## config.mk

```make
export PLATFORM = sky130hd
export DESIGN_NAME = buck_fault_protection_sequencer
export DESIGN_NICKNAME = d
export VERILOG_FILES = /design/src/hw/fault_seq_pkg.sv /design/src/hw/sync_if.sv /design/src/hw/pin_sync.sv /design/src/hw/buck_fault_protection_sequencer.sv
export SDC_FILE = /design/constraint.sdc
export NUM_CORES = 1
export LEC_CHECK = 0
export ABC_AREA = 1
export BUFFER_PORTS_ARGS = -buffer_cell sky130_fd_sc_hd__buf_2
export CORE_UTILIZATION = 51
export CTS_BUF_LIST = sky130_fd_sc_hd__clkbuf_8
export DETAILED_ROUTE_END_ITERATION = 16
export GPL_ROUTABILITY_DRIVEN = 0
export GPL_TIMING_DRIVEN = 0
export PLACE_DENSITY = 0.71
export REMOVE_ABC_BUFFERS = 1
export SYNTH_ARGS = -nofsm -noshare
export SYNTH_HDL_FRONTEND = slang
export SYNTH_SLANG_ARGS = --single-unit
```

## constraint.sdc

```tcl
create_clock -name clock -period 1.68 [get_ports clock]
set_input_delay 0.084 -clock clock [delete_from_list [all_inputs] [get_ports clock]]
set_output_delay 0.084 -clock clock [all_outputs]
set_load 0.005 [all_outputs]
```

## src/hw/fault_seq_pkg.sv

```systemverilog
// Constants and types for the buck fault-protection sequencer
// Contract
// valley judged sourcing current; sink judged otherwise
// valley trip at cycle end skips next pulse
// persistent valley limiting steps reference down
// limiting lasting 4096 cycles enters hiccup
// after overload, reference soft-steps back up
// sink trip turns low side off immediately
// sink limit holds both drives off
// 3-bit counter increments on valley cycles
// counter decrements otherwise, saturating at zero
// full counter stops drivers, waits 4096, restarts
// hiccup protection also active during soft-start
// undervoltage lockout holds both drives low
// overtemperature forces drives low until cleared
// thermal shutdown resets soft-start state
// too-short demanded pulse is skipped instead
// soft-start steps 1/64 over 2048 cycles
// power-good driven low during hiccup timeout
// prebias start: drives off until first pulse
// counters cleared at restart and in lockout
package fault_seq_pkg;
  localparam int CLK_PERIOD_NS = 5;
  localparam int MIN_ON_NS = 125;
  localparam int MIN_ON_CLKS = (MIN_ON_NS + CLK_PERIOD_NS - 1) / CLK_PERIOD_NS;
  localparam int SW_PERIOD_CLKS = 200;
  localparam int HICCUP_SW_CYCLES = 4096;
  localparam int LIMIT_SW_CYCLES = 4096;
  localparam int SS_SW_CYCLES = 2048;
  localparam int REF_STEPS = 64;
  localparam int SS_STEP_SW_CYCLES = SS_SW_CYCLES / REF_STEPS;
  localparam int REF_W = 7;
  localparam logic [6:0] REF_FULL = 7'h40;
  localparam logic [6:0] REF_RESET = 7'h00;
  localparam int OC_W = 3;
  localparam logic [2:0] OC_FULL = 3'h7;
  localparam logic [2:0] OC_RESET = 3'h0;
  localparam int SYNC_W = 7;
  localparam int IDX_VALLEY = 0;
  localparam int IDX_SINK = 1;
  localparam int IDX_BELOW = 2;
  localparam int IDX_UVLO = 3;
  localparam int IDX_OTEMP = 4;
  localparam int IDX_PWM = 5;
  localparam int IDX_PG = 6;
  typedef enum logic [1:0] {PH_LOCKOUT, PH_SOFTSTART, PH_RUN, PH_HICCUP} phase_t;
endpackage

```

## src/hw/sync_if.sv

```systemverilog
// Raw and synchronised comparator levels between sequencer and synchroniser
`timescale 1ns/10ps
interface sync_if #(parameter int W = 1);
  logic [W-1:0] raw;
  logic [W-1:0] synced;
  modport sync_side (input raw, output synced);
  modport user_side (output raw, input synced);
endinterface

```

## src/hw/pin_sync.sv

```systemverilog
// Two-flop synchroniser for a group of asynchronous levels
`timescale 1ns/10ps
module pin_sync #(
  parameter int W = 1
) (
  input wire logic clock,
  input wire logic rst,
  sync_if.sync_side pins
);
  logic [W-1:0] meta_q;
  logic [W-1:0] stable_q;

  always_ff @(posedge clock)
  begin
    if (rst)
    begin
      meta_q <= '0;
      stable_q <= '0;
    end
    else
    begin
      meta_q <= pins.raw;
      stable_q <= meta_q;
    end
  end

  assign pins.synced = stable_q;
endmodule

```

## src/hw/buck_fault_protection_sequencer.sv

```systemverilog
// Fault-protection sequencer: current limits, hiccup, lockouts, soft-start
`timescale 1ns/10ps
module buck_fault_protection_sequencer #(
  parameter int SW_PERIOD = fault_seq_pkg::SW_PERIOD_CLKS,
  parameter int HICCUP_CYCLES = fault_seq_pkg::HICCUP_SW_CYCLES,
  parameter int LIMIT_CYCLES = fault_seq_pkg::LIMIT_SW_CYCLES
) (
  input wire logic clock,
  input wire logic rst,
  input wire logic valley_trip,
  input wire logic sink_trip,
  input wire logic current_sense_pos_below,
  input wire logic uvlo_flag,
  input wire logic overtemp_flag,
  input wire logic pwm_compare,
  input wire logic output_ok_flag_compare,
  output logic high_side_drive,
  output logic low_side_drive,
  output logic output_ok_flag_out,
  output logic output_ok_flag_oe_n,
  output logic [fault_seq_pkg::REF_W-1:0] ref_level,
  output logic hiccup_active
);
  import fault_seq_pkg::*;

  localparam int SW_W = $clog2(SW_PERIOD);
  localparam int HC_W = $clog2(HICCUP_CYCLES);
  localparam int LC_W = $clog2(LIMIT_CYCLES);
  localparam int ST_W = $clog2(SS_STEP_SW_CYCLES);
  localparam logic [SW_W-1:0] SW_LAST = SW_W'(SW_PERIOD - 1);
  localparam logic [HC_W-1:0] HC_LAST = HC_W'(HICCUP_CYCLES - 1);
  localparam logic [LC_W-1:0] LC_LAST = LC_W'(LIMIT_CYCLES - 1);
  localparam logic [ST_W-1:0] ST_LAST = ST_W'(SS_STEP_SW_CYCLES - 1);
  localparam logic [SW_W-1:0] MIN_ON = SW_W'(MIN_ON_CLKS);

  sync_if #(.W(SYNC_W)) pins ();

  assign pins.raw = {output_ok_flag_compare, pwm_compare, overtemp_flag, uvlo_flag,
                     current_sense_pos_below, sink_trip, valley_trip};

  pin_sync #(.W(SYNC_W)) u_sync (
    .clock(clock),
    .rst(rst),
    .pins(pins)
  );

  logic s_valley;
  logic s_sink;
  logic s_below;
  logic s_fault;
  logic s_pwm;
  logic s_pg;
  assign s_valley = pins.synced[IDX_VALLEY];
  assign s_sink = pins.synced[IDX_SINK];
  assign s_below = pins.synced[IDX_BELOW];
  // thermal fault joins lockout
  assign s_fault = pins.synced[IDX_UVLO] | pins.synced[IDX_OTEMP];
  assign s_pwm = pins.synced[IDX_PWM];
  assign s_pg = pins.synced[IDX_PG];

  phase_t phase_q;
  logic [SW_W-1:0] sw_cnt_q;
  logic [SW_W-1:0] demand_q;
  logic [OC_W-1:0] oc_q;
  logic [LC_W-1:0] limit_q;
  logic [HC_W-1:0] hiccup_q;
  logic [ST_W-1:0] step_q;
  logic [REF_W-1:0] ref_q;
  logic skip_valley_q;
  logic short_q;
  logic sink_hold_q;
  logic first_pulse_q;
  logic high_q;
  logic low_q;
  logic [1:0] low_hist_q;
  logic pg_oe_n_q;

  logic cycle_start;
  logic cycle_end;
  logic active;
  logic valley_now;
  logic sink_now;
  logic limit_done;
  logic go_hiccup;
  logic high_d;
  logic low_d;

  assign cycle_start = (sw_cnt_q == '0);
  assign cycle_end = (sw_cnt_q == SW_LAST);
  assign active = (phase_q == PH_SOFTSTART) || (phase_q == PH_RUN);
  // direction qualifies each comparator; synced level must stem from low-side on-time
  assign valley_now = low_q & low_hist_q[1] & s_valley & s_below;
  assign sink_now = low_q & low_hist_q[1] & s_sink & ~s_below;
  // limiting duration expiry
  assign limit_done = cycle_end & valley_now & (limit_q == LC_LAST);
  // full counter or long limiting
  assign go_hiccup = active & ((oc_q == OC_FULL) | limit_done);

  // Switching period divider
  always_ff @(posedge clock)
  begin
    if (rst)
      sw_cnt_q <= '0;
    else if (cycle_end)
      sw_cnt_q <= '0;
    else
      sw_cnt_q <= sw_cnt_q + 1'b1;
  end

  // lockout on fault
  always_ff @(posedge clock)
  begin
    if (rst || s_fault)
      phase_q <= PH_LOCKOUT;
    else
    begin
      unique case (phase_q)
        PH_LOCKOUT:
          phase_q <= PH_SOFTSTART;
        PH_SOFTSTART:
          // hiccup checked during soft-start
          if (go_hiccup)
            phase_q <= PH_HICCUP;
          else if (cycle_end && ref_q == REF_FULL && !valley_now)
            phase_q <= PH_RUN;
        PH_RUN:
          if (go_hiccup)
            phase_q <= PH_HICCUP;
          // recover through soft-start stepping
          else if (cycle_end && !valley_now && ref_q != REF_FULL)
            phase_q <= PH_SOFTSTART;
        PH_HICCUP:
          // restart after timeout
          if (cycle_end && hiccup_q == HC_LAST)
            phase_q <= PH_SOFTSTART;
      endcase
    end
  end

  // Hiccup timeout counter
  always_ff @(posedge clock)
  begin
    if (rst || phase_q != PH_HICCUP)
      hiccup_q <= '0;
    else if (cycle_end)
      hiccup_q <= hiccup_q + 1'b1;
  end

  // overcurrent counter cleared outside active phases
  always_ff @(posedge clock)
  begin
    if (rst || !active)
      oc_q <= OC_RESET;
    else if (cycle_end)
    begin
      // count up on valley cycle
      if (valley_now && oc_q != OC_FULL)
        oc_q <= oc_q + 1'b1;
      // count down, stop at zero
      else if (!valley_now && oc_q != OC_RESET)
        oc_q <= oc_q - 1'b1;
    end
  end

  // limit duration timer cleared too
  always_ff @(posedge clock)
  begin
    if (rst || !active)
      limit_q <= '0;
    else if (cycle_end)
      limit_q <= valley_now ? limit_q + 1'b1 : '0;
  end

  // reference restarts from zero after lockout
  always_ff @(posedge clock)
  begin
    if (rst || phase_q == PH_LOCKOUT || phase_q == PH_HICCUP)
    begin
      ref_q <= REF_RESET;
      step_q <= '0;
    end
    else if (cycle_end)
    begin
      step_q <= step_q + 1'b1;
      // roll back reference while limiting
      if (valley_now)
      begin
        if (ref_q != REF_RESET)
          ref_q <= ref_q - 1'b1;
      end
      // one step each 32 cycles
      else if (phase_q == PH_SOFTSTART && step_q == ST_LAST && ref_q != REF_FULL)
        ref_q <= ref_q + 1'b1;
    end
  end

  // Per-cycle skip decisions and sink hold
  always_ff @(posedge clock)
  begin
    if (rst || !active)
    begin
      skip_valley_q <= 1'b0;
      short_q <= 1'b0;
      demand_q <= '0;
      sink_hold_q <= 1'b0;
    end
    else
    begin
      if (cycle_end)
      begin
        // valley at end of low-side on-time
        skip_valley_q <= valley_now;
        // demand shorter than minimum on-time
        short_q <= (demand_q != '0) && (demand_q < MIN_ON);
      end
      if (cycle_end)
        demand_q <= '0;
      else if (s_pwm && demand_q != SW_LAST)
        demand_q <= demand_q + 1'b1;
      if (cycle_end)
        sink_hold_q <= 1'b0;
      // hold both off for rest of cycle
      else if (sink_now)
        sink_hold_q <= 1'b1;
    end
  end

  always_comb
  begin
    high_d = 1'b0;
    if (active && !s_fault && !go_hiccup && !sink_hold_q && !sink_now)
    begin
      if (cycle_start)
        // no pulse after a valley-limited cycle
        // skip too-short pulses
        high_d = s_pwm && !skip_valley_q && !short_q;
      else
        high_d = high_q && s_pwm;
    end
    // low side waits for first pulse
    // sink trip cuts low side now
    low_d = active && !s_fault && !go_hiccup && first_pulse_q && !high_d && !high_q
            && !sink_hold_q && !sink_now;
  end

  always_ff @(posedge clock)
  begin
    if (rst)
    begin
      high_q <= 1'b0;
      low_q <= 1'b0;
      low_hist_q <= 2'h0;
    end
    else
    begin
      high_q <= high_d;
      low_q <= low_d;
      low_hist_q <= {low_hist_q[0], low_q};
    end
  end

  // first commanded pulse releases low side
  always_ff @(posedge clock)
  begin
    if (rst || !active)
      first_pulse_q <= 1'b0;
    else if (high_d)
      first_pulse_q <= 1'b1;
  end

  // power-good pulled low during hiccup
  always_ff @(posedge clock)
  begin
    if (rst)
      pg_oe_n_q <= 1'b0;
    else
      pg_oe_n_q <= s_pg && phase_q != PH_HICCUP && phase_q != PH_LOCKOUT;
  end

  always_ff @(posedge clock)
  begin
    if (rst)
    begin
      output_ok_flag_out <= 1'b0;
      hiccup_active <= 1'b0;
    end
    else
    begin
      output_ok_flag_out <= 1'b0;
      hiccup_active <= (phase_q == PH_HICCUP);
    end
  end

  assign high_side_drive = high_q;
  assign low_side_drive = low_q;
  assign output_ok_flag_oe_n = pg_oe_n_q;
  assign ref_level = ref_q;
endmodule

```

### Word-level counts from Yosys, hierarchy flattened

Cells that the tools add are included.

| storage, ports and cells | value |
|---|---|
| register bits | 81 |
| input bits | 9 |
| output and inout bits | 12 |

| operators by class | value |
|---|---|
| add/sub/neg operators | 9 |
| order comparisons | 1 |
| equal/unequal tests | 17 |
| multiplexer cells | 14 |
| bitwise logic cells | 11 |
| reduce and logical (&&, ||, !) cells | 54 |

Operators with widths:

| operator | number |
|---|---|
| $logic_and A1 B1 Y1 | 25 |
| $add A12 B1 Y12 const B | 2 |
| $eq A12 B12 Y1 const B | 2 |
| $mux W7 | 3 |
| $add A8 B1 Y8 const B | 2 |
| $mux W12 | 1 |
| $logic_not A1 Y1 | 10 |
| $mux W2 | 5 |
| $and A1 B1 Y1 | 8 |
| $eq A8 B8 Y1 const B | 1 |
| $logic_not A8 Y1 | 1 |
| $lt A8 B5 Y1 const B | 1 |
| $ne A8 B8 Y1 const B | 1 |
| $pmux W2 S4 | 1 |
| $reduce_bool A8 Y1 | 1 |
| $add A7 B1 Y7 const B | 1 |
| $eq A7 B7 Y1 const B | 1 |
| $ne A7 B7 Y1 const B | 1 |
| $reduce_bool A7 Y1 | 1 |
| $sub A7 B1 Y7 const B | 1 |
| $logic_or A1 B1 Y1 | 6 |
| $mux W3 | 2 |
| $ne A3 B2 Y1 const B | 2 |
| $reduce_and A3 Y1 | 2 |
| other kinds (18) | 25 |

### Depth between registers and ports, before layout

Gate-level depths: netlist (run 1).

| depth | value |
|---|---|
| word-level depth | 17 |
| mapped depth | 15 |

### Hierarchy

Synthesis (run 1) repeated with hierarchy kept, for this count alone.

| second synthesis, totals | value |
|---|---|
| cells, all modules | 538 |
| area, all modules | 3900.0 sq um |

By module, submodules not included:

| module | instances | cells each | area each (sq um) | seq. area each (sq um) |
|---|---|---|---|---|
| buck_fault_protection_sequencer | 1 | 495 | 3503.4 | 1341.3 |
| pin_sync | 1 | 43 | 396.6 | 280.3 |

### Worst setup path before layout (run 1)

No wires, ideal clock.

| timing | value |
|---|---|
| kind | register -> register |
| from | register low_q (netlist: low_side_drive) |
| to | register ref_q[5] (netlist: ref_level[5]) |
| setup time | 118 ps |
| arrival | 1752 ps |
| data required time | 1562 ps |
| setup slack | -190 ps |
| cell stages (with the launch flop) | 13 |
| buffers on the path | 0 |
| cell sequence | dfxtp_1 -> nand2_1 -> inv_1 -> nand2_2 -> inv_1 -> ha_1 -> a21oi_1 -> nand2_1 -> a21o_1 -> nand2_1 -> nand2_1 -> xnor2_1 -> a21oi_2 |

| on the way | value |
|---|---|
| cells in the longest elaborated chain, start to end | 5 |

Ends and longest elaborated chain:

| element | line | RTL |
|---|---|---|
| start, declared | buck_fault_protection_sequencer.sv:74 | `logic low_q;` |
| start signal, assigned | buck_fault_protection_sequencer.sv:257 | `low_q <= low_d;` |
| $and A1 B1 Y1 * (3 in series) | buck_fault_protection_sequencer.sv:92 | `assign valley_now = low_q & low_hist_q[1] & s_valley & s_below;` |
| via valley_now | buck_fault_protection_sequencer.sv:81 | `logic valley_now;` |
| $ne A2 B1 Y1 (no line) / $reduce_bool A2 Y1 (equally long branches) | - |  |
| $reduce_and A3 Y1 (no line) | - |  |
| end signal, assigned | buck_fault_protection_sequencer.sv:189 | `ref_q <= ref_q - 1'b1;` |
| end signal, assigned | buck_fault_protection_sequencer.sv:193 | `ref_q <= ref_q + 1'b1;` |
| end, declared | buck_fault_protection_sequencer.sv:68 | `logic [REF_W-1:0] ref_q;` |

Mark *: on every way through the listed nets, which the timed path passes. The rest lies on a longest branch.
A chain may end at the register's enable or synchronous reset.

### Final worst setup path (run 1)

| timing | value |
|---|---|
| from | register low_hist_q[1] |
| to | register ref_q[6] (netlist: ref_level[6]) |

| on the way | value |
|---|---|
| cells in the longest elaborated chain, start to end | 5 |

Ends and longest elaborated chain:

| element | line | RTL |
|---|---|---|
| start, declared | buck_fault_protection_sequencer.sv:75 | `logic [1:0] low_hist_q;` |
| start signal, assigned | buck_fault_protection_sequencer.sv:258 | `low_hist_q <= {low_hist_q[0], low_q};` |
| $and A1 B1 Y1 * (3 in series) | buck_fault_protection_sequencer.sv:92 |  |
| via valley_now | buck_fault_protection_sequencer.sv:81 |  |
| $ne A2 B1 Y1 (no line) / $reduce_bool A2 Y1 (equally long branches) | - |  |
| $reduce_and A3 Y1 (no line) | - |  |

Marks and branches as above.

==> flow_metrics.py, run 1 <==
metrics = {
    "run_status": {
        "status": "finished with violations",
        "violations": "negative setup slack",
    },
    "route": {
        "vias": 3506,
        "dr.first_iter.drc_count": 118,
        "avgRoutedWirePerCell_um": 12.9,
        "antenna_left": 0,
        "routed_via_density": 5.10,
        "drc": 0,
        "wl_mm": 8.86,
        "drt-pass1-iter-count": 4,
    },
    "synthesis": {
        "yosys.area_share.xor_xnor_pct": 2.49,
        "synth-adder-area-share_pct": 6.85,
        "netlist_instances": 520,
        "synth-compound-area-share_pct": 11.8,
        "synthMuxAreaShare_pct": 0,
        "yosys.area_share.simple_pct": 26.6,
        "synth_warnings": 0,
        "synth-seq-area-share_pct": 41.9,
        "ys_seq_elements": 81,
        "synth_cell_type_count": 45,
        "syn_area_per_cell_um2": 7.45,
        "netlist_area_um2": 3870,
        "synth_top_family_by_area": "simple AND/OR/NAND/NOR gates",
    },
    "setup_path": {
        "cp.arrival_ns": 2.09,
        "critical-path-top-delay-family": "simple AND/OR/NAND/NOR gates",
        "crit_type": "flip-flop to flip-flop",
        "required_ns": 1.97,
        "crit_cells": 15,
        "reg2reg_depth": 15,
        "crit_top_cell": "nand2_2",
        "max_stage_delay_ns": 0.32,
        "critPathLaunchType": "flip-flop",
        "end_kind": "flip-flop",
        "path_buf_inv": 2,
        "cpMaxStageDelayCell": "dfxtp_2",
        "path_cells": "nand2_2 -> inv_2 -> nand2_4 -> inv_6 -> ha_4 -> nand2_2 -> o21ai_2 -> nand2_1 -> nand2_1 -> nand2_2 -> nand2_2 -> nand2_2 -> nand2_2 -> nand2_2 -> a21oi_2",
        "cp_max_fo": 5,
    },
    "sta": {
        "tightest_slew_ns": 0.539,
        "drv_slew": 0,
        "fmaxAchievable_mhz": 556,
        "rsz0062_at_grt": "true",
        "min_period_over_period_pct": 107,
        "min_period_ns": 1.80,
        "relSlewSlack_pct": 64.1,
        "finalSetupViolCount": 2,
        "hold_violations": 0,
        "setup_ws_ns": -0.120,
        "final.setup_skew_ns": 0.00805,
    },
    "layout": {
        "syn_to_final_growth_pct": 29.8,
        "drive_gt1_share_pct": 29.4,
        "mostFrequentLayoutCells": "inv_1 (81), dfxtp_1 (69), nand2_1 (62), nor2_1 (62), a21oi_1 (32)",
        "nFillCells": 597,
        "layout_commonest_cell": "inv_1",
        "nNetsFinal": 613,
        "diodes": 0,
        "final_cells": 688,
    },
    "place": {
        "pre_cts_ws_ns": -1.07,
        "hpwl_mm": 4.97,
        "place.port_buffers": 19,
        "dp_cells": 629,
    },
    "global_routing": {
        "overflow": 0,
        "antenna_found_initial": 0,
        "grt_pass1_wl_mm": 13.5,
        "grt_start_max_net_pins": 25,
        "grt_pass1_vias": 3204,
        "track_usage_pct": 22.2,
    },
    "power_and_ir_drop": {
        "power_switching_mw": 0.922,
        "power_frac_seq_pct": 53.6,
        "power_mw": 3.67,
        "p_per_area_nw_per_um2": 730,
        "p_comb_share_pct": 8.8,
        "swShare_pct": 25.1,
        "clockPowerShare_pct": 37.6,
        "ir_worst_vdd_mv": 0.562,
        "internal-power_mw": 2.75,
        "cellLeakagePower_nw": 2.07,
    },
    "floorplanning": {
        "die_y_um": 89.2,
        "fp.dieW_um": 89.2,
        "num_io_pins": 21,
        "initial_core_util_pct": 53.1,
        "dieArea_um2": 7950,
        "rows": 31,
        "core_area_um2": 7290,
    },
    "cts": {
        "cts_root_buffer": "clkbuf_8",
        "cts_buffers": 9,
        "cts_max_level": 3,
        "clock_latency_ns": 0.35,
        "cts_tree": "yes",
        "cts.clk_slew.worst_paths_ns": 0.08,
        "clockBufferDepth": 2,
        "cts_num_sinks": 81,
    },
    "worst_hold_path": {
        "hold_depth": 2,
        "hp-class": "input pin to flip-flop",
    },
    "run": {
        "maxCapViolations": 0,
    },
}
-- worst paths after layout --
check / slack [ns] / startpoint / end
min reg2reg: 0.41 / u_sync.meta_q[2]$_SDFF_PP0_ / u_sync.pins.synced[2]$_SDFF_PP0_
max reg2reg: -0.12 / low_hist_q[1]$_SDFF_PP0_ / ref_level[6]$_SDFFE_PP0P_
max: -0.12 / low_hist_q[1]$_SDFF_PP0_ / ref_level[6]$_SDFFE_PP0P_
min: 0.20 / rst / u_sync.pins.synced[4]$_SDFF_PP0_
-- timing repair --
action | CTS | global route
setup buffers | 20 | 14
hold buffers | 7 | 0
endpoints found under the hold margin | 7 | 0
pin swaps | 19 | 44
gates resized for setup | 54 | 75
gates cloned | 3 | 0
endpoints found under the setup margin | 63 | 45
-- registers in the layout, indices dropped and copies added, names as in the netlist, 3 cells and up --
signal / count
u_sync.meta_q: 7
demand_q: 8
limit_q: 12
u_sync.pins.synced: 7
oc_q: 3
step_q: 5
hiccup_q: 12
sw_cnt_q: 8
ref_level: 7
-- cell type report --
type                       count  area [um2]  area share (%)
tap                           99         124            2.46
sequential                    81        1640            32.7
multi-input combinational    341        2260            44.9
clock inverter                 7        63.8            1.27
timing repair buffer          60         463            9.21
inverter                      91         354            7.04
clock buffer                   9         124            2.46
-- power by group through the flow --
stage / Clock, mW / Combinational, mW / Sequential, mW
floorplan: 0 / 0.150 / 2.01
global placement: 0 / 0.203 / 2.01
detailed placement: 0 / 0.205 / 2.01
CTS: 1.41 / 0.246 / 1.97
global route: 1.48 / 0.359 / 1.97
finish: 1.38 / 0.325 / 1.97
-- synthesized netlist by cell type (all sizes together) --
master	number	area share, %
xor2	7	1.6
nor3b	6	1.2
clkbuf	4	0.39
buf	5	1.1
and2	1	0.16
nor2	78	8.0
dfxtp	81	42
o31ai	1	0.19
nand2	87	8.8
or2	2	0.32
xnor2	4	0.90
a211oi	1	0.19
nand4	7	1.1
ha	18	5.8
nor3	16	2.5
a311oi	1	0.23
fa	2	1.0
a21o	1	0.19
o211a	1	0.26
nand3	27	3.9
a31oi	2	0.32
nor4	1	0.16
a21oi	40	5.6
o2111ai	1	0.23
nand3b	1	0.52
o21a	2	0.39
inv	91	8.8
conb	1	0.097
o21ai	30	4.0
a32o	1	0.26
-- cells by family after synthesis --
family                     Yosys count
xor gates and xnor gates            11
other                                1
buffers and inverters              100
adders and majority gates           20
DFF                                 81
AOI/OAI and AO/OA                   81
and+or+nand+nor                    226
-- metrics by stage --
| stage | utilization [%] | hold WS (ns) | setup TNS, ns | instance area [um2] |
|---|---|---|---|---|
| floorplan | - | 0.155 | -8.82 | 3820 |
| global placement | 55.3 | 0.290 | -35.59 | 4040 |
| detailed placement | 55.3 | 0.293 | -38.36 | 4040 |
| CTS | 63.9 | 0.158 | -0.105 | 4660 |
| finish | 69.0 | 0.197 | -0.164 | 5030 |
| global route | 69.0 | 0.198 | -1.16 | 5030 |
-- routing by layer --
metal / share of wire (%) / wire length (um) / GRT usage, % / vias up
li1: - / - / - / 1780
met1: 41 / 3650 / 25.5 / 1637
met2: 53 / 4690 / 39.1 / 75
met3: 3.9 / 349 / 6.46 / 14
met4: 1.9 / 172 / 8.51 / 0
met5: 0 / 0 / 0 / -
No activity file was read; power rests on OpenSTA's default activity.
==> inputs of run 2 (changes only) <==
--- a/config.mk
+++ b/config.mk
@@ -5,7 +5,6 @@
 export SDC_FILE = /design/constraint.sdc
 export NUM_CORES = 1
 export LEC_CHECK = 0
-export ABC_AREA = 1
 export BUFFER_PORTS_ARGS = -buffer_cell sky130_fd_sc_hd__buf_2
 export CORE_UTILIZATION = 51
 export CTS_BUF_LIST = sky130_fd_sc_hd__clkbuf_8
==> run 2 against run 1 <==
Against the previous run:
- the run still ends with negative setup slack left
- first-iteration DRC count increased by 25%
- final cell count decreased by 15%
- power increased by 0.87%
- worst hold slack improved by 0.0096 ns
- global-route usage increased by 1.1 points
- combinational power decreased by 34%
- critical endpoint is now phase_q[0]$_SDFFE_PP0P_
- largest cell class unchanged
- largest power group unchanged
==> flow_metrics.py, run 2 <==
metrics = {
    "power_and_ir_drop": {
        "p_per_area_nw_per_um2": 743,
        "ir_worst_vdd_mv": 0.541,
        "cellLeakagePower_nw": 1.92,
    },
    "route": {
        "wl_mm": 8.59,
        "drt-pass1-iter-count": 4,
        "wl_met2_mm": 4.32,
        "wl_met1_mm": 3.78,
        "routed_via_density": 5.34,
        "avgRoutedWirePerCell_um": 14.7,
        "vias": 3121,
        "dr.first_iter.drc_count": 147,
        "drc": 0,
        "top_layer_used": "met4",
        "met3_length_um": 252,
        "antenna_left": 0,
    },
    "layout": {
        "syn_to_final_growth_pct": 36.4,
        "final_cells": 584,
        "diodes": 0,
        "utilization_pct": 72.6,
        "drive_gt1_share_pct": 31.6,
        "nNetsFinal": 513,
        "layout_commonest_cell": "dfxtp_1",
        "reg.largest.list": "hiccup_q (12), limit_q (12)",
        "mostFrequentLayoutCells": "dfxtp_1 (70), nor2_1 (47), buf_4 (30)",
    },
    "setup_path": {
        "reg2reg_setup_slack_ns": -0.37,
        "cp_max_fo": 5,
        "rr_endpoint": "phase_q[0]$_SDFFE_PP0P_",
        "end_kind": "flip-flop",
        "cpMaxStageDelayCell": "or4_4",
        "cp.arrival_ns": 2.32,
        "critical-path-top-delay-family": "simple AND/OR/NAND/NOR gates",
        "r2r_start": "limit_q[0]$_SDFFE_PP0P_",
        "max_stage_delay_ns": 0.56,
        "reg2reg_depth": 7,
        "required_ns": 1.96,
        "crit_cells": 7,
        "path_buf_inv": 0,
        "crit_type": "flip-flop to flip-flop",
        "critPathLaunchType": "flip-flop",
        "path_cells": "ha_1 -> nand2_1 -> or4_4 -> o21ai_4 -> and2_4 -> nor2_1 -> a211oi_2",
    },
    "worst_hold_path": {
        "hp-class": "input pin to flip-flop",
        "hold_depth": 2,
        "min_to": "u_sync.meta_q[0]$_SDFF_PP0_",
        "hold_start": "rst",
    },
    "floorplanning": {
        "num_io_pins": 21,
        "core_area_um2": 6870,
        "dieArea_um2": 7510,
        "initial_core_util_pct": 53.2,
        "die_y_um": 86.6,
        "fp.dieW_um": 86.6,
        "rows": 30,
    },
    "synthesis": {
        "ys.flop_type": "dfxtp_1",
        "netlist_area_um2": 3650,
        "synth-seq-area-share_pct": 44.4,
        "synth_top_cell_by_area": "dfxtp_1",
        "synthArstFlopShare_pct": 0,
        "yosysTopAreaCellShare_pct": 44.4,
        "synth_cell_type_count": 52,
        "synth_edf_count": 0,
        "synthTopCellsByCount": "dfxtp_1 (81), nor2_1 (50), nand2_1 (37)",
        "ys_seq_elements": 81,
        "netlist_instances": 409,
        "syn_area_per_cell_um2": 8.93,
        "synth.most_common_cell": "dfxtp_1",
        "synth_area_leaders": "dfxtp_1 (44%), xor2_1 (6.2%), ha_1 (6.2%)",
        "synth_warnings": 0,
    },
    "sta": {
        "finalSetupViolCount": 40,
        "min_period_over_period_pct": 122,
        "setup_ws_ns": -0.367,
        "final.setup_skew_ns": 0.0146,
        "fmaxAchievable_mhz": 489,
        "min_period_ns": 2.05,
        "drv_slew": 0,
        "tightest_slew_ns": 0.549,
        "relSlewSlack_pct": 63.4,
        "hold_violations": 0,
        "rsz0062_at_grt": "true",
    },
    "cts": {
        "cts.clk_slew.worst_paths_ns": 0.08,
        "cts_tree": "yes",
        "clockBufferDepth": 2,
        "cts_root_buffer": "clkbuf_8",
        "clock_latency_ns": 0.35,
        "cts_num_sinks": 81,
        "cts_max_level": 3,
        "cts_buffers": 9,
    },
    "global_routing": {
        "track_usage_pct": 23.4,
        "antenna_found_initial": 0,
        "grt_pass1_wl_mm": 13.6,
        "grt_pass1_vias": 2999,
        "overflow": 0,
        "grt_start_max_net_pins": 31,
    },
    "place": {
        "hpwl_mm": 4.55,
        "dp_cells": 512,
        "place.port_buffers": 19,
    },
    "run_status": {
        "status": "finished with violations",
        "violations": "negative setup slack",
    },
    "run": {
        "maxCapViolations": 0,
    },
}
[run 2: timing repair]
action,in CTS,in global routing
resized for setup,77,44
hold endpoints to repair,7,0
hold buffers,7,0
setup endpoints to repair,55,50
gates cloned,1,1
setup buffers,33,19
pin swaps,39,27
[run 2: cell families (layout without fill, tap and decap cells)]
logic type / count (synthesis) / in the layout / synth area share (%)
AND/OR/NAND/NOR: 187 / 188 / 25.6
flip-flops: 81 / 81 / 44.4
AO/OA/AOI/OAI: 47 / 48 / 8.63
XOR/XNOR: 41 / 41 / 9.83
buffers and inverters: 28 / 105 / 3.12
adder cells (fa/ha/maj): 20 / 20 / 7.26
multiplexers: 4 / 4 / 1.10
other: 1 / 1 / 0.103
[run 2: how the worst max path moves through the flow]
stage                              start                   endpoint  slack [ns]
6_report         limit_q[0]$_SDFFE_PP0P_    phase_q[0]$_SDFFE_PP0P_       -0.37
2_1_floorplan     sw_cnt_q[0]$_SDFF_PP0_   hiccup_q[7]$_SDFFE_PP0P_       -0.93
5_1_grt          limit_q[0]$_SDFFE_PP0P_    phase_q[0]$_SDFFE_PP0P_       -0.44
3_3_place_gp      sw_cnt_q[0]$_SDFF_PP0_   hiccup_q[9]$_SDFFE_PP0P_       -1.79
3_5_place_dp   low_side_drive$_SDFF_PP0_  ref_level[6]$_SDFFE_PP0P_       -0.98
4_1_cts           sw_cnt_q[1]$_SDFF_PP0_    phase_q[0]$_SDFFE_PP0P_       -0.29
[run 2: worst register-to-register path, cell delays in order, from the launching register on]
cell and delay, ns:
dfxtp_1 0.43, ha_1 0.25, nand2_1 0.07, or4_4 0.56, o21ai_4 0.23, and2_4 0.20, nor2_1 0.06, a211oi_2 0.19
[run 2: cell type report]
| type | count | area, um2 |
|---|---|---|
| repair buffers | 75 | 629 |
| clock inverters | 5 | 72.6 |
| flip-flops and latches | 81 | 1640 |
| well taps | 96 | 120 |
| multi-input cells | 302 | 2320 |
| clock buffers | 10 | 138 |
| fillers | 488 | 1890 |
| inverters | 15 | 63.8 |
[run 2: report_power, final]
group / switching (mW) / leakage, nW / internal (mW)
Clock: 0.669 / 0.115 / 0.857
Combinational: 0.116 / 1.14 / 0.0972
Sequential: 0.0200 / 0.662 / 1.94
Total: 0.805 / 1.92 / 2.90
[run 2: metal layers]
layer  up-vias  track usage (%)
li1       1551                -
met1      1487             27.8
met2        61             41.5
met3        22             4.76
met4         0             8.79
met5         -                0
[run 2: stage by stage]
step | setup TNS, ns | area [um2] | hold WS (ns) | total power, mW | worst slack [ns]
2_1_floorplan | -24.35 | 3600 | 0.156 | 2.11 | -0.931
3_3_place_gp | -63.50 | 3810 | 0.293 | 2.15 | -1.79
3_5_place_dp | -27.79 | 3830 | 0.297 | 2.16 | -0.984
4_1_cts | -3.35 | 4700 | 0.185 | 3.69 | -0.288
5_1_grt | -9.84 | 4980 | 0.231 | 3.85 | -0.444
6_report | -6.20 | 4980 | 0.206 | 3.70 | -0.367
==> inputs of run 3 (changes only) <==
--- a/config.mk
+++ b/config.mk
@@ -5,13 +5,15 @@
 export SDC_FILE = /design/constraint.sdc
 export NUM_CORES = 1
 export LEC_CHECK = 0
+export ABC_AREA = 1
 export BUFFER_PORTS_ARGS = -buffer_cell sky130_fd_sc_hd__buf_2
+export CORE_MARGIN = 5
 export CORE_UTILIZATION = 51
 export CTS_BUF_LIST = sky130_fd_sc_hd__clkbuf_8
 export DETAILED_ROUTE_END_ITERATION = 16
 export GPL_ROUTABILITY_DRIVEN = 0
 export GPL_TIMING_DRIVEN = 0
-export PLACE_DENSITY = 0.71
+export PLACE_DENSITY = 0.68
 export REMOVE_ABC_BUFFERS = 1
 export SYNTH_ARGS = -nofsm -noshare
 export SYNTH_HDL_FRONTEND = slang
==> constraint.sdc (replaced) <==
create_clock -name clock -period 2.42 [get_ports clock]
set_input_delay 0.121 -clock clock [delete_from_list [all_inputs] [get_ports clock]]
set_output_delay 0.121 -clock clock [all_outputs]
set_load 0.005 [all_outputs]
==> run 3 against run 2 <==
Against the previous run:
- the flow now finishes without violations
- utilization down 13 points
- clock power decreased by 27%
- die area is 26% higher
- sequential power decreased by 31%
- via count up 2.8%
- critical path depth grew 1
- largest cell class unchanged
- highest routed layer unchanged
==> flow_metrics.py, run 3 (synthesis results as in run 1) <==
metrics = {
    "layout": {
        "nFillCells": 674,
        "mostFrequentLayoutCells": "inv_1 (89), nand2_1 (84), dfxtp_1 (81)",
        "syn_to_final_growth_pct": 12.9,
        "reg.largest.list": "hiccup_q (12), limit_q (12)",
        "post-route-cell-area_um2": 4370,
        "diodes": 0,
        "nNetsFinal": 581,
        "drive_gt1_share_pct": 11.1,
        "utilization_pct": 59.7,
        "layout_commonest_cell": "inv_1",
    },
    "cts": {
        "cts_num_sinks": 81,
        "cts_root_buffer": "clkbuf_8",
        "cts_buffers": 9,
        "clock_latency_ns": 0.35,
        "cts_max_level": 3,
        "clockBufferDepth": 2,
        "cts.clk_slew.worst_paths_ns": 0.09,
        "cts_tree": "yes",
    },
    "sta": {
        "final.setup_skew_ns": 0.0123,
        "rsz0062_at_grt": "false",
        "fin_setup_tns_ns": 0,
        "whs_ns": 0.200,
        "min_period_ns": 2.21,
        "hold_violations": 0,
        "finalSetupViolCount": 0,
        "drv_slew": 0,
        "fmaxAchievable_mhz": 452,
        "min_period_over_period_pct": 91.5,
        "tightest_slew_ns": 1.15,
        "relSlewSlack_pct": 22.9,
    },
    "global_routing": {
        "track_usage_pct": 15.9,
        "grt_start_max_net_pins": 25,
        "grt_pass1_vias": 2939,
        "grt_pass1_wl_mm": 12.6,
        "overflow": 0,
        "antenna_found_initial": 0,
    },
    "route": {
        "vias": 3208,
        "drt-pass1-iter-count": 4,
        "drc": 0,
        "avgRoutedWirePerCell_um": 11.0,
        "routed_via_density": 4.89,
        "wl_mm": 7.20,
        "dr.first_iter.drc_count": 109,
        "antenna_left": 0,
    },
    "power_and_ir_drop": {
        "power_switching_mw": 0.630,
        "cellLeakagePower_nw": 1.83,
        "internal-power_mw": 2.00,
        "p_comb_share_pct": 5.9,
        "ir_worst_vdd_mv": 0.378,
        "swShare_pct": 24.0,
        "p_per_area_nw_per_um2": 600,
        "clockPowerShare_pct": 42.1,
        "power_frac_seq_pct": 52.0,
    },
    "floorplanning": {
        "core_area_um2": 7330,
        "num_io_pins": 21,
        "fp.dieW_um": 97.2,
        "rows": 31,
        "die_y_um": 97.2,
        "dieArea_um2": 9440,
        "initial_core_util_pct": 52.8,
    },
    "run": {
        "maxCapViolations": 0,
    },
    "place": {
        "hpwl_mm": 5.03,
        "place.port_buffers": 19,
        "placed_area_um2": 4040,
    },
    "setup_path": {
        "cp_max_fo": 7,
        "cp.arrival_ns": 2.49,
        "crit_type": "flip-flop to flip-flop",
        "reg2reg_setup_slack_ns": 0.21,
        "end_kind": "flip-flop",
        "critPathLaunchType": "flip-flop",
        "required_ns": 2.70,
    },
    "worst_hold_path": {
        "hp-class": "input pin to flip-flop",
    },
    "run_status": {
        "status": "finished clean",
    },
}
run 3: critical path, stage by stage, from the launching register on:
cell and delay (ns):
dfxtp_1 0.38, inv_1 0.09, ha_1 0.34, inv_1 0.09, nor2_1 0.35, inv_1 0.15
nor2_1 0.39, inv_1 0.20, a21oi_1 0.15
run 3: final timing paths:
kind | start | to | cells after the start
max | phase_q[0]$_SDFFE_PP0P_ | demand_q[0]$_SDFFE_PP0P_ | 8
min | rst | u_sync.pins.synced[2]$_SDFF_PP0_ | 2
max reg2reg | phase_q[0]$_SDFFE_PP0P_ | demand_q[0]$_SDFFE_PP0P_ | 8
min reg2reg | u_sync.meta_q[2]$_SDFF_PP0_ | u_sync.pins.synced[2]$_SDFF_PP0_ | 2
run 3: through the flow:
stage	setup slack (ns)	cells	total power [mW]
floorplan	0.296	511	1.50
global placement	-0.290	629	1.54
detailed placement	-0.389	629	1.54
CTS	0.0766	653	2.66
global route	0.0239	656	2.75
finish	0.207	656	2.63
run 3: power groups by stage:
stage | Sequential, mW | Combinational, mW | Clock, mW
after CTS | 1.36 | 0.156 | 1.14
after global routing | 1.37 | 0.179 | 1.21
after floorplan | 1.39 | 0.104 | 0
final | 1.36 | 0.154 | 1.11
after global placement | 1.40 | 0.142 | 0
after detailed placement | 1.40 | 0.145 | 0
run 3: per-layer routing:
metal	track usage (%)	vias to the layer above	part of all wire, %
li1	-	1711	-
met1	19.7	1457	49
met2	26.8	28	46
met3	3.59	12	2.7
met4	6.59	0	1.8
met5	0	-	0
run 3: cell type report:
type | count | area [um2] | share of cell area (%)
Clock buffer | 9 | 124 | 2.83
Multi-Input combinational cell | 340 | 1870 | 42.7
Tap cell | 99 | 124 | 2.83
Clock inverter | 7 | 101 | 2.32
Timing Repair Buffer | 29 | 188 | 4.29
Sequential cell | 81 | 1620 | 37.1
Inverter | 91 | 345 | 7.90
run 3: timing repair:
item / 4_1_cts / 5_1_grt
hold endpoints to repair: 7 / 0
pin swaps: 1 / 1
setup endpoints to repair: 23 / 11
buffers inserted: 0 / 3
resized for setup: 1 / 2
gates cloned: 1 / 0
hold buffers: 7 / 0
